==> src/design/vst_regs.vh <==
// Register map, field positions and timing constants of the sync generator
`ifndef VST_REGS_VH
`define VST_REGS_VH

// Register addresses
`define VST_ADDR_GCR 8'h01
`define VST_ADDR_SLV_A 8'h0a
`define VST_ADDR_SLV_B 8'h0b
`define VST_ADDR_OFF_H 8'h0c
`define VST_ADDR_OFF_L 8'h0d
`define VST_ADDR_DIR 8'h0e
`define VST_ADDR_STAT 8'h0f
`define VST_ADDR_GEN 8'hff

// Reset values
`define VST_GCR_RST 8'h00
`define VST_SLV_A_RST 8'h00
`define VST_SLV_B_RST 8'h00
`define VST_OFF_H_RST 2'h0
`define VST_OFF_L_RST 8'h7e
`define VST_DIR_RST 8'hff
`define VST_GEN_RST 8'h00

// Field positions
`define VST_GCR_VFS_HI 1
`define VST_GCR_VFS_LO 0
`define VST_GCR_SLHV 2
`define VST_VFS_PAL 2'h1
`define VST_GEN_TIMING_SOURCE_SELECT 0
`define VST_SLV_VBIT_IGN 0
`define VST_SLV_FSWAP 1
`define VST_SLV_PH_HI 3
`define VST_SLV_PH_LO 2
`define VST_SLV_SQWAVE 4
`define VST_SLV_SAMPLE_ALIGNMENT_COUNT_HI 7
`define VST_SLV_SAMPLE_ALIGNMENT_COUNT_LO 6
`define VST_TRS_F 6
`define VST_TRS_V 5
`define VST_TRS_H 4
`define VST_TRS_PRE1 8'hff
`define VST_TRS_PRE0 8'h00

// Byte phases of the Cb Y Cr Y sequence
`define VST_PH_CB 2'h0
`define VST_PH_Y0 2'h1
`define VST_PH_CR 2'h2
`define VST_PH_Y1 2'h3

// Raster constants, in 13.5 MHz samples and lines
`define VST_LEN_N 10'h35a
`define VST_LEN_P 10'h360
`define VST_LINES_N 10'h20d
`define VST_LINES_P 10'h271
`define VST_ACT_N 10'h078
`define VST_ACT_P 10'h083
`define VST_BASE_N 10'h07e
`define VST_BASE_P 10'h089
`define VST_HALF_N 10'h1ad
`define VST_HALF_P 10'h1b0
`define VST_ACT_LEN 10'h2d0
`define VST_HS_LEN 10'h040
`define VST_BG_DLY 10'h048
`define VST_BG_LEN 10'h022
`define VST_LINE_RST 10'h040
`define VST_F1_START 10'h001
`define VST_F2_N 10'h108
`define VST_F2_P 10'h139
`define VST_VS1_N 10'h004
`define VST_VS2_N 10'h10a
`define VST_VS1_P 10'h001
`define VST_VS2_P 10'h139
`define VST_VS_LINES 10'h003
`define VST_BLK_A_N 10'h009
`define VST_BLK_B0_N 10'h108
`define VST_BLK_B1_N 10'h110
`define VST_BLK_HALF_N 10'h107
`define VST_BLK_A_P 10'h005
`define VST_BLK_B0_P 10'h137
`define VST_BLK_B1_P 10'h13e
`define VST_BLK_C_P 10'h270
`define VST_BLK_HALF_P 10'h26f

`endif

==> src/design/vst_sync2.v <==
// Two flip-flop synchroniser for asynchronous pin levels
`default_nettype none

module vst_sync2 #(
  parameter W = 2
) (
  input wire clk_i,
  input wire reset_i,
  input wire [W-1:0] async_i,
  output wire [W-1:0] sync_o
);

  reg [W-1:0] meta_r;
  reg [W-1:0] sync_r;

  // First stage is read only by the second stage; reset to the idle high
  // level of the sync pins so no false edge follows reset
  always @(posedge clk_i) begin
    if (reset_i) begin
      meta_r <= {W{1'b1}};
      sync_r <= {W{1'b1}};
    end else begin
      meta_r <= async_i;
      sync_r <= meta_r;
    end
  end

  assign sync_o = sync_r;

endmodule
`default_nettype wire

==> src/design/vst_trs_detect.v <==
// Detector for embedded timing reference codes in the byte stream
`include "vst_regs.vh"
`default_nettype none

module vst_trs_detect (
  input wire clk_i,
  input wire reset_i,
  input wire [7:0] byte_i,
  output wire trs_o,
  output wire f_o,
  output wire v_o,
  output wire h_o
);

  reg [7:0] b1_r;
  reg [7:0] b2_r;
  reg [7:0] b3_r;
  reg trs_r;
  reg f_r;
  reg v_r;
  reg h_r;
  wire match;

  // Preamble ff 00 00 precedes the code word
  assign match = (b3_r == `VST_TRS_PRE1) && (b2_r == `VST_TRS_PRE0) &&
                 (b1_r == `VST_TRS_PRE0);

  // Flags hold until the next code word; the pulse marks the byte after it
  always @(posedge clk_i) begin
    if (reset_i) begin
      b1_r <= 8'h00;
      b2_r <= 8'h00;
      b3_r <= 8'h00;
      trs_r <= 1'b0;
      f_r <= 1'b0;
      v_r <= 1'b1;
      h_r <= 1'b1;
    end else begin
      b1_r <= byte_i;
      b2_r <= b1_r;
      b3_r <= b2_r;
      trs_r <= match;
      if (match) begin
        f_r <= byte_i[`VST_TRS_F];
        v_r <= byte_i[`VST_TRS_V];
        h_r <= byte_i[`VST_TRS_H];
      end
    end
  end

  assign trs_o = trs_r;
  assign f_o = f_r;
  assign v_o = v_r;
  assign h_o = h_r;

endmodule
`default_nettype wire

==> src/design/vst_timing_gen.v <==
// Video sync timing generator: registers, counters, sync and blanking
`include "vst_regs.vh"
`default_nettype none

module vst_timing_gen (
  input wire clk_i,
  input wire reset_i,
  input wire [7:0] pixel_input_bus_i,
  input wire reg_wr_i,
  input wire [7:0] reg_addr_i,
  input wire [7:0] reg_wdata_i,
  output wire [7:0] reg_rdata_o,
  input wire [4:0] general_port_i,
  output wire [4:0] general_port_o,
  output wire [4:0] general_port_oe_o,
  output wire [7:0] cb_o,
  output wire [7:0] y_o,
  output wire [7:0] cr_o,
  output wire blank_o,
  output wire burst_gate_o,
  output wire comp_sync_n_o,
  output wire [2:0] field_count_o
);

  reg [7:0] global_control_reg_r;
  reg [7:0] hv_slave_ctrl_a_r;
  reg [7:0] hv_slave_ctrl_b_r;
  reg [1:0] sync_offset_high_r;
  reg [7:0] sync_offset_low_r;
  reg [7:0] port_direction_reg_r;
  reg [7:0] genlock_control_reg_r;
  reg [7:0] rdata_r;
  reg [7:0] pix_r;
  reg [1:0] ph_r;
  reg [9:0] h_r;
  reg [9:0] v_r;
  reg [2:0] fc_r;
  reg fld_r;
  reg [1:0] hv_prev_r;
  reg [7:0] cb_r;
  reg [7:0] y_r;
  reg [7:0] cr_r;
  reg blank_r;
  reg burst_r;
  reg csync_n_r;
  reg [4:0] gp_out_r;
  reg [4:0] gp_oe_r;
  reg [1:0] ph_cur;
  reg [9:0] h_nxt;
  reg [9:0] v_nxt;
  reg [2:0] fc_nxt;
  reg fld_nxt;
  reg new_fld;
  reg fld_in;
  reg load_fld;
  reg [4:0] gp_oe_nxt;
  wire [1:0] hv_sync;
  wire trs_go;
  wire trs_f;
  wire trs_v;
  wire trs_h;

  //////////////////////////////////////////////////////////////////////////
  // Register file

  // Writes land on the addressed register; unknown addresses are ignored
  always @(posedge clk_i) begin
    if (reset_i) begin
      global_control_reg_r <= `VST_GCR_RST;
      hv_slave_ctrl_a_r <= `VST_SLV_A_RST;
      hv_slave_ctrl_b_r <= `VST_SLV_B_RST;
      sync_offset_high_r <= `VST_OFF_H_RST;
      sync_offset_low_r <= `VST_OFF_L_RST;
      port_direction_reg_r <= `VST_DIR_RST;
      genlock_control_reg_r <= `VST_GEN_RST;
    end else if (reg_wr_i) begin
      if (reg_addr_i == `VST_ADDR_GCR) begin
        global_control_reg_r <= reg_wdata_i;
      end else if (reg_addr_i == `VST_ADDR_SLV_A) begin
        hv_slave_ctrl_a_r <= reg_wdata_i;
      end else if (reg_addr_i == `VST_ADDR_SLV_B) begin
        hv_slave_ctrl_b_r <= reg_wdata_i;
      end else if (reg_addr_i == `VST_ADDR_OFF_H) begin
        sync_offset_high_r <= reg_wdata_i[1:0];
      end else if (reg_addr_i == `VST_ADDR_OFF_L) begin
        sync_offset_low_r <= reg_wdata_i;
      end else if (reg_addr_i == `VST_ADDR_DIR) begin
        port_direction_reg_r <= reg_wdata_i;
      end else if (reg_addr_i == `VST_ADDR_GEN) begin
        genlock_control_reg_r <= reg_wdata_i;
      end
    end
  end

  // Mode and field decode
  wire std_pal = global_control_reg_r[`VST_GCR_VFS_HI:`VST_GCR_VFS_LO] ==
                 `VST_VFS_PAL;
  wire slave_hv_select = global_control_reg_r[`VST_GCR_SLHV];
  wire timing_source_select = genlock_control_reg_r[`VST_GEN_TIMING_SOURCE_SELECT];
  wire vbit_ignore = hv_slave_ctrl_a_r[`VST_SLV_VBIT_IGN];
  wire field_swap = hv_slave_ctrl_a_r[`VST_SLV_FSWAP];
  wire sq_wave = hv_slave_ctrl_a_r[`VST_SLV_SQWAVE];
  wire [1:0] chroma_phase_select =
    hv_slave_ctrl_a_r[`VST_SLV_PH_HI:`VST_SLV_PH_LO];
  wire [9:0] sample_alignment_count =
    {hv_slave_ctrl_a_r[`VST_SLV_SAMPLE_ALIGNMENT_COUNT_HI:`VST_SLV_SAMPLE_ALIGNMENT_COUNT_LO], hv_slave_ctrl_b_r};
  wire [9:0] sync_offset_value = {sync_offset_high_r, sync_offset_low_r};
  wire trs_mode = !timing_source_select && !slave_hv_select;

  // Status shows the live raster state
  wire [7:0] status = {1'b0, fc_r, fld_r, blank_r, slave_hv_select,
                       timing_source_select};

  // Read data is registered; unmapped addresses read zero
  always @(posedge clk_i) begin
    if (reset_i) begin
      rdata_r <= 8'h00;
    end else if (reg_addr_i == `VST_ADDR_GCR) begin
      rdata_r <= global_control_reg_r;
    end else if (reg_addr_i == `VST_ADDR_SLV_A) begin
      rdata_r <= hv_slave_ctrl_a_r;
    end else if (reg_addr_i == `VST_ADDR_SLV_B) begin
      rdata_r <= hv_slave_ctrl_b_r;
    end else if (reg_addr_i == `VST_ADDR_OFF_H) begin
      rdata_r <= {{6{1'b0}}, sync_offset_high_r};
    end else if (reg_addr_i == `VST_ADDR_OFF_L) begin
      rdata_r <= sync_offset_low_r;
    end else if (reg_addr_i == `VST_ADDR_DIR) begin
      rdata_r <= port_direction_reg_r;
    end else if (reg_addr_i == `VST_ADDR_STAT) begin
      rdata_r <= status;
    end else if (reg_addr_i == `VST_ADDR_GEN) begin
      rdata_r <= genlock_control_reg_r;
    end else begin
      rdata_r <= 8'h00;
    end
  end

  //////////////////////////////////////////////////////////////////////////
  // Standard-dependent raster figures

  // line length, line count and field layout per standard
  wire [9:0] line_len = std_pal ? `VST_LEN_P : `VST_LEN_N;
  wire [9:0] line_cnt = std_pal ? `VST_LINES_P : `VST_LINES_N;
  wire [9:0] act_start = std_pal ? `VST_ACT_P : `VST_ACT_N;
  wire [9:0] off_base = std_pal ? `VST_BASE_P : `VST_BASE_N;
  wire [9:0] half_line = std_pal ? `VST_HALF_P : `VST_HALF_N;
  wire [9:0] f2_start = std_pal ? `VST_F2_P : `VST_F2_N;
  wire [9:0] vs1 = std_pal ? `VST_VS1_P : `VST_VS1_N;
  wire [9:0] vs2 = std_pal ? `VST_VS2_P : `VST_VS2_N;

  // hs position follows the offset, wrapped modulo the line length
  wire [11:0] len12 = {2'b00, line_len};
  wire [11:0] hs_raw = {2'b00, sync_offset_value} + {2'b00, act_start} +
                       len12 - {2'b00, off_base};
  wire [11:0] hs_wrap = (hs_raw >= (len12 << 1)) ? hs_raw - (len12 << 1) :
                        (hs_raw >= len12) ? hs_raw - len12 : hs_raw;
  // reset offset lands hs exactly on the first chroma sample in NTSC; in PAL it lands 11 samples earlier
  wire [9:0] hs_pos = hs_wrap[9:0];

  //////////////////////////////////////////////////////////////////////////
  // Inputs: sync pins and embedded codes

  // Pin levels cross into the clock domain before use
  vst_sync2 #(.W(2)) u_hv_sync (
    .clk_i(clk_i),
    .reset_i(reset_i),
    .async_i(general_port_i[1:0]),
    .sync_o(hv_sync)
  );

  // reference codes are decoded from the captured bytes
  vst_trs_detect u_trs (
    .clk_i(clk_i),
    .reset_i(reset_i),
    .byte_i(pix_r),
    .trs_o(trs_go),
    .f_o(trs_f),
    .v_o(trs_v),
    .h_o(trs_h)
  );

  wire trs_sav = trs_mode && trs_go && !trs_h;
  wire hs_fall = hv_prev_r[1] && !hv_sync[1];
  wire vs_fall = hv_prev_r[0] && !hv_sync[0];
  wire vs_edge = hv_prev_r[0] != hv_sync[0];

  //////////////////////////////////////////////////////////////////////////
  // Counters

  // Next state of phase, horizontal and vertical counters and field count
  always @* begin
    ph_cur = trs_sav ? `VST_PH_CB : ph_r;
    h_nxt = h_r;
    v_nxt = v_r;
    fc_nxt = fc_r;
    fld_nxt = fld_r;
    new_fld = 1'b0;
    fld_in = fld_r;
    load_fld = 1'b0;
    // one count per two pixel bytes
    if (ph_cur[0]) begin
      if (h_r >= line_len - 10'h001) begin
        h_nxt = 10'h000;
        if (v_r >= line_cnt) begin
          v_nxt = `VST_F1_START;
        end else begin
          v_nxt = v_r + 10'h001;
        end
        new_fld = (v_nxt == `VST_F1_START) || (v_nxt == f2_start);
        fld_in = (v_nxt == f2_start);
      end else begin
        h_nxt = h_r + 10'h001;
      end
    end
    if (slave_hv_select) begin
      // hs falling edge aligns the horizontal counter
      if (hs_fall) begin
        h_nxt = sample_alignment_count;
      end
      // square wave: either edge, level gives the field
      if (sq_wave ? vs_edge : vs_fall) begin
        load_fld = 1'b1;
        fld_in = sq_wave ? !hv_sync[0] : !fld_r;
      end
    end else if (trs_mode && trs_go) begin
      // start of active video fixes the horizontal position
      if (!trs_h) begin
        h_nxt = act_start;
      end
      if (trs_f != fld_r) begin
        load_fld = 1'b1;
        fld_in = trs_f;
      end
    end
    if (load_fld) begin
      new_fld = 1'b1;
      fld_in = fld_in ^ (field_swap && !(trs_mode && !trs_go));
      v_nxt = fld_in ? f2_start : `VST_F1_START;
    end
    if (new_fld) begin
      fld_nxt = fld_in;
      // four-field count in NTSC, eight in PAL
      fc_nxt = fc_r + 3'h1;
      if (!std_pal) begin
        fc_nxt[2] = 1'b0;
      end
    end
  end

  // reset restarts at line 64 at the start of hs
  always @(posedge clk_i) begin
    if (reset_i) begin
      ph_r <= `VST_PH_CB;
      h_r <= `VST_ACT_N;
      v_r <= `VST_LINE_RST;
      fc_r <= 3'h0;
      fld_r <= 1'b0;
      hv_prev_r <= 2'h3;
    end else begin
      ph_r <= ph_cur + 2'h1;
      h_r <= h_nxt;
      v_r <= v_nxt;
      fc_r <= fc_nxt;
      fld_r <= fld_nxt;
      hv_prev_r <= hv_sync;
    end
  end

  //////////////////////////////////////////////////////////////////////////
  // Pixel capture and chroma alignment

  // the phase select rotates which byte is taken as Cb, Y or Cr
  wire [1:0] sel = ph_cur + chroma_phase_select;

  // bytes are taken on the rising edge; wrong phase swaps colours
  always @(posedge clk_i) begin
    if (reset_i) begin
      pix_r <= 8'h00;
      cb_r <= 8'h00;
      y_r <= 8'h00;
      cr_r <= 8'h00;
    end else begin
      pix_r <= pixel_input_bus_i;
      case (sel)
        `VST_PH_CB: cb_r <= pix_r;
        `VST_PH_CR: cr_r <= pix_r;
        default: y_r <= pix_r;
      endcase
    end
  end

  //////////////////////////////////////////////////////////////////////////
  // Sync, blanking and port drive

  // 64 samples long; cut short when it would pass the line end
  wire hs_act = (h_r >= hs_pos) && (h_r < hs_pos + `VST_HS_LEN);
  wire bg_act = (h_r >= hs_pos + `VST_BG_DLY) &&
                (h_r < hs_pos + `VST_BG_DLY + `VST_BG_LEN);
  // vs marks the field datum, field two half a line later
  wire vs_act = (v_r >= vs1 && v_r < vs1 + `VST_VS_LINES) ||
                (v_r == vs2 && h_r >= half_line) ||
                (v_r > vs2 && v_r < vs2 + `VST_VS_LINES) ||
                (v_r == vs2 + `VST_VS_LINES && h_r < half_line);
  wire h_blank = (h_r < act_start) || (h_r >= act_start + `VST_ACT_LEN);
  wire vb_ntsc = (v_r <= `VST_BLK_A_N) ||
                 (v_r >= `VST_BLK_B0_N && v_r <= `VST_BLK_B1_N) ||
                 (v_r == `VST_BLK_HALF_N && h_r >= half_line);
  wire vb_pal = (v_r <= `VST_BLK_A_P) ||
                (v_r >= `VST_BLK_B0_P && v_r <= `VST_BLK_B1_P) ||
                (v_r >= `VST_BLK_C_P) ||
                (v_r == `VST_BLK_HALF_P && h_r >= half_line);
  // the V bit blanks unless ignored
  wire trs_blank = trs_h || (trs_v && !vbit_ignore);
  // code mode follows the H and V bits, other modes the standard raster
  wire blank_nxt = trs_mode ? trs_blank :
                   (h_blank || (std_pal ? vb_pal : vb_ntsc));

  // Pin direction: low bit in the direction register means output
  always @* begin
    gp_oe_nxt = ~port_direction_reg_r[4:0];
    // master mode forces bits 0-4 to drive
    if (timing_source_select) begin
      gp_oe_nxt = 5'h1f;
    end
    // slave H&V forces the sync pins to inputs, overriding master
    if (slave_hv_select) begin
      gp_oe_nxt[1:0] = 2'h0;
    end
  end

  // Outputs are registered so they do not glitch at pins
  always @(posedge clk_i) begin
    if (reset_i) begin
      blank_r <= 1'b1;
      burst_r <= 1'b0;
      csync_n_r <= 1'b1;
      gp_out_r <= 5'h00;
      gp_oe_r <= 5'h00;
    end else begin
      blank_r <= blank_nxt;
      // Burst follows hs by 72 samples; only vertical blanking removes it
      burst_r <= bg_act && !(trs_mode ? (trs_v && !vbit_ignore) :
                                        (std_pal ? vb_pal : vb_ntsc));
      csync_n_r <= !(hs_act || vs_act);
      // active-low vs and hs with the field count above them
      gp_out_r <= timing_source_select ? {fc_r, !hs_act, !vs_act} : 5'h00;
      gp_oe_r <= gp_oe_nxt;
    end
  end

  assign reg_rdata_o = rdata_r;
  assign general_port_o = gp_out_r;
  assign general_port_oe_o = gp_oe_r;
  assign cb_o = cb_r;
  assign y_o = y_r;
  assign cr_o = cr_r;
  assign blank_o = blank_r;
  assign burst_gate_o = burst_r;
  assign comp_sync_n_o = csync_n_r;
  assign field_count_o = fc_r;

endmodule
`default_nettype wire

==> config.mk <==
export PLATFORM = sky130hd
export DESIGN_NAME = vst_timing_gen
export DESIGN_NICKNAME = d
export VERILOG_FILES = /design/src/design/vst_sync2.v /design/src/design/vst_trs_detect.v /design/src/design/vst_timing_gen.v
export VERILOG_INCLUDE_DIRS = /design/src /design/src/design
export SDC_FILE = /design/constraint.sdc
export NUM_CORES = 1
export LEC_CHECK = 0
export BUFFER_PORTS_ARGS = -buffer_cell sky130_fd_sc_hd__buf_2
export CAP_MARGIN = 10
export CORE_MARGIN = 2
export CORE_UTILIZATION = 61
export DETAILED_ROUTE_END_ITERATION = 16
export PLACE_DENSITY = 0.87
export SLEW_MARGIN = 20
export SYNTH_ARGS = -nofsm -noshare
export SYNTH_HDL_FRONTEND = slang
export SYNTH_SLANG_ARGS = --single-unit
==> constraint.sdc <==
create_clock -name clk_i -period 8 [get_ports clk_i]
set_clock_uncertainty 0.2 [all_clocks]
set_input_delay 0.8 -clock clk_i [delete_from_list [all_inputs] [get_ports clk_i]]
set_output_delay 0.8 -clock clk_i [all_outputs]
set_load 0.01 [all_outputs]
==> results.json <==
{
  "run_status": "completed",
  "finalSetupViolCount": 0,
  "hold_class": "reg2reg",
  "slew_viol_final": 0,
  "synth_top_area_share_pct": 33.2,
  "yosysWarnings": 0,
  "synth_edf_count": 0,
  "synthCells": 1143,
  "placementRows": 46,
  "drive_gt1_share_pct": 14.3,
  "syn_nets": 1249,
  "gp_congestion": 0.895,
  "die-area_um2": 17100,
  "p_total_mw": 1.85,
  "core_um2": 15800,
  "clockPowerShare_pct": 43.9,
  "cp-start-kind": "flop",
  "powerDensity_nw_per_um2": 169,
  "async_flop_share_pct": 0,
  "seq_power_share_pct": 45.5,
  "slew_headroom_pct": 27.9,
  "dieHeight_um": 131,
  "fin_crit_sh_pct": 89.4,
  "timing.hold.ws_ns": 0.219,
  "drt-initial-drc-count": 678,
  "io_buffer_count": 76,
  "ys_ff_latch": 163,
  "antenna_found_initial": 0,
  "cts_root_buf": "clkbuf_16",
  "overflow": 0,
  "final_nets": 1289,
  "swShare_pct": 25.5,
  "critPathMaxStageDelay_ns": 0.47,
  "grt_max_degree": 81,
  "crit_top_cell": "ha_1",
  "tns_ns": 0,
  "wire_per_inst_um": 17.4,
  "power_frac_comb_pct": 10.6,
  "yosysMostFrequentCell": "dfxtp_1",
  "seq_area_um2": 3260,
  "die_x_um": 131,
  "place_area_um2": 10300,
  "rsz0062_at_grt": "no",
  "final_area_um2": 10900,
  "path_class": "reg2reg",
  "internal-power_mw": 1.38,
  "cts_tree": "done",
  "setup_ws_ns": 0.849,
  "track_usage_pct": 29.2,
  "via_per_inst": 6.20,
  "start_util_pct": 62.1,
  "cts_buffers": 17,
  "multiInputGateArea_um2": 6190,
  "nFillCells": 1144,
  "worstPathArrival_ns": 7.27,
  "synthToLayoutAreaGrowth_pct": 10.8,
  "ys_types": 89,
  "n_antenna_cell": 0,
  "fmax_ghz": 0.140,
  "p_leak_nw": 4.45,
  "clk_latency_ns": 0.43,
  "grt_pass1_wl_um": 40200,
  "place.detailed.hpwl_um": 16600,
  "endpoint_kind": "flop",
  "cts.sinks": 163,
  "netSwitchingPower_mw": 0.470,
  "wl_um": 24600,
  "post-place-ws_ns": 0.755,
  "synthFlopType": "dfxtp_1",
  "crit_required_ns": 8.12,
  "path_max_fanout": 14,
  "remaining_drc_errors": 0,
  "io_pins": 80,
  "yosys.area.top_type": "dfxtp_1",
  "clk_pin_slew_ns": 0.07,
  "worst_pin_slew_ns": 1.08,
  "yosysSeqAreaShare_pct": 33.2,
  "ant_nets": 0,
  "synth_area_leaders": "dfxtp_1 33%, ha_1 9.3%, mux2i_1 6.0%",
  "avgSynthCellArea_um2": 8.60,
  "first_pass_iters": 6,
  "grt_pass1_vias": 8347,
  "htree_levels": 4,
  "vias": 8757,
  "slowest_stage": "ha_1",
  "maxCapViolCount": 0,
  "timing_hold_violations_final": 0,
  "layout_min_cycle_time_ns": 7.15,
  "ir_drop_uv": 245,
  "clock_path_buffers": 2,
  "syn_area_um2": 9830,
  "synth_commonest_cells": "163 x dfxtp_1, 133 x nor2_1, 73 x ha_1, 68 x a21oi_1, 67 x nand2_1"
}
-- cell usage in the layout (no fill, tap or decap), types with 4 or more instances in the layout --
cell type    n
dfxtp_1    163
nor2_1     133
buf_2       75
ha_1        73
a21oi_1     68
nand2_1     67
nor2b_1     62
mux2i_1     59
o21ai_0     48
inv_1       39
nand3_1     29
xnor2_1     28
xor2_1      20
nor3_1      18
a211o_1     17
clkbuf_16   17
a211oi_1    16
a221oi_1    16
a21o_1      15
nand2b_1    15
nor4_1      13
o21a_1      11
nand4_1     10
or2_2       10
buf_4        9
mux2_2       8
and2_1       8
o211ai_1     7
a22oi_1      7
a31oi_1      7
nor3b_1      7
a221o_1      5
or3_1        5
a32oi_1      5
and3_1       5
nand4b_1     4
nand3b_1     4
o31ai_1      4
inv_6        4
-- critical path, delay by kind of cell (launching register included) --
| family | cells | cell delay [ns] |
|---|---|---|
| flops | 1 | 0.32 |
| xor+xnor | 1 | 0.15 |
| fa+ha+maj | 5 | 1.75 |
| simple gates | 8 | 1.40 |
| buf+inv | 1 | 0.14 |
| compound gates | 14 | 3.09 |
-- per-stage QoR --
step | utilization, % | cells
floorplan | - | 1143
global placement | 65.1 | 1380
detailed placement | 65.1 | 1380
CTS | 68.8 | 1412
global route | 68.8 | 1412
finish | 68.8 | 1412
-- cell type report --
type	instances	area share, %
inverters	40	1.38
multi-input cells	877	56.8
clock inverters	14	1.41
repair buffers	84	4.07
clock buffers	18	3.94
well taps	216	2.48
flip-flops and latches	163	29.9
-- timing repair --
item / 4_1_cts / 5_1_grt
hold endpoints to repair: 0 / 0
resized for setup: 0 / 1
setup endpoints to repair: 0 / 1
hold buffers: 0 / 0
buffers inserted: 0 / 0
-- routing by layer --
layer	part of all wire, %	up-vias	global-route usage (%)
met4	2.6	0	12.3
met3	6.5	65	4.80
met1	43	4138	37.1
met2	48	354	49.1
li1	-	4200	-
met5	0	-	0
-- sequential cells by signal, indices dropped and copies added (netlist names), 3 cells and up --
name,flops
cb_o,8
cr_o,8
field_count_o,3
general_port_o,5
general_port_oe_o,5
genlock_control_reg_r,8
global_control_reg_r,8
h_r,10
hv_slave_ctrl_a_r,8
hv_slave_ctrl_b_r,8
pix_r,8
port_direction_reg_r,8
reg_rdata_o,8
sync_offset_low_r,8
u_trs.b1_r,8
u_trs.b2_r,8
u_trs.b3_r,8
v_r,10
y_o,8
-- power groups by stage --
stage	Sequential, mW	Clock, mW	Combinational [mW]
after global placement	0.855	0	0.188
after CTS	0.839	0.807	0.196
after floorplan	0.856	0	0.141
after global routing	0.840	0.838	0.219
final	0.840	0.810	0.196
after detailed placement	0.856	0	0.193
-- logic make-up after synthesis --
group                      Yosys count  synth area share [%]
and+or+nand+nor                    416                  21.9
AOI/OAI and AO/OA                  264                  19.0
DFF                                163                  33.2
buffers and inverters              103                  4.05
adders and majority gates           77                  9.81
muxes                               69                  7.29
xor gates and xnor gates            51                  4.77
-- final timing paths --
check | endpoint | startpoint | depth (start not counted) | slack, ns
max | comp_sync_n_o$_SDFF_PP1_ | global_control_reg_r[1]$_SDFFE_PP0P_ | 29 | 0.85
min | u_hv_sync.sync_o[1]$_SDFF_PP1_ | u_hv_sync.meta_r[1]$_SDFF_PP1_ | 1 | 0.22
max reg2reg | comp_sync_n_o$_SDFF_PP1_ | global_control_reg_r[1]$_SDFFE_PP0P_ | 29 | 0.85
min reg2reg | u_hv_sync.sync_o[1]$_SDFF_PP1_ | u_hv_sync.meta_r[1]$_SDFF_PP1_ | 1 | 0.22
(Power assumes the default switching activity.)
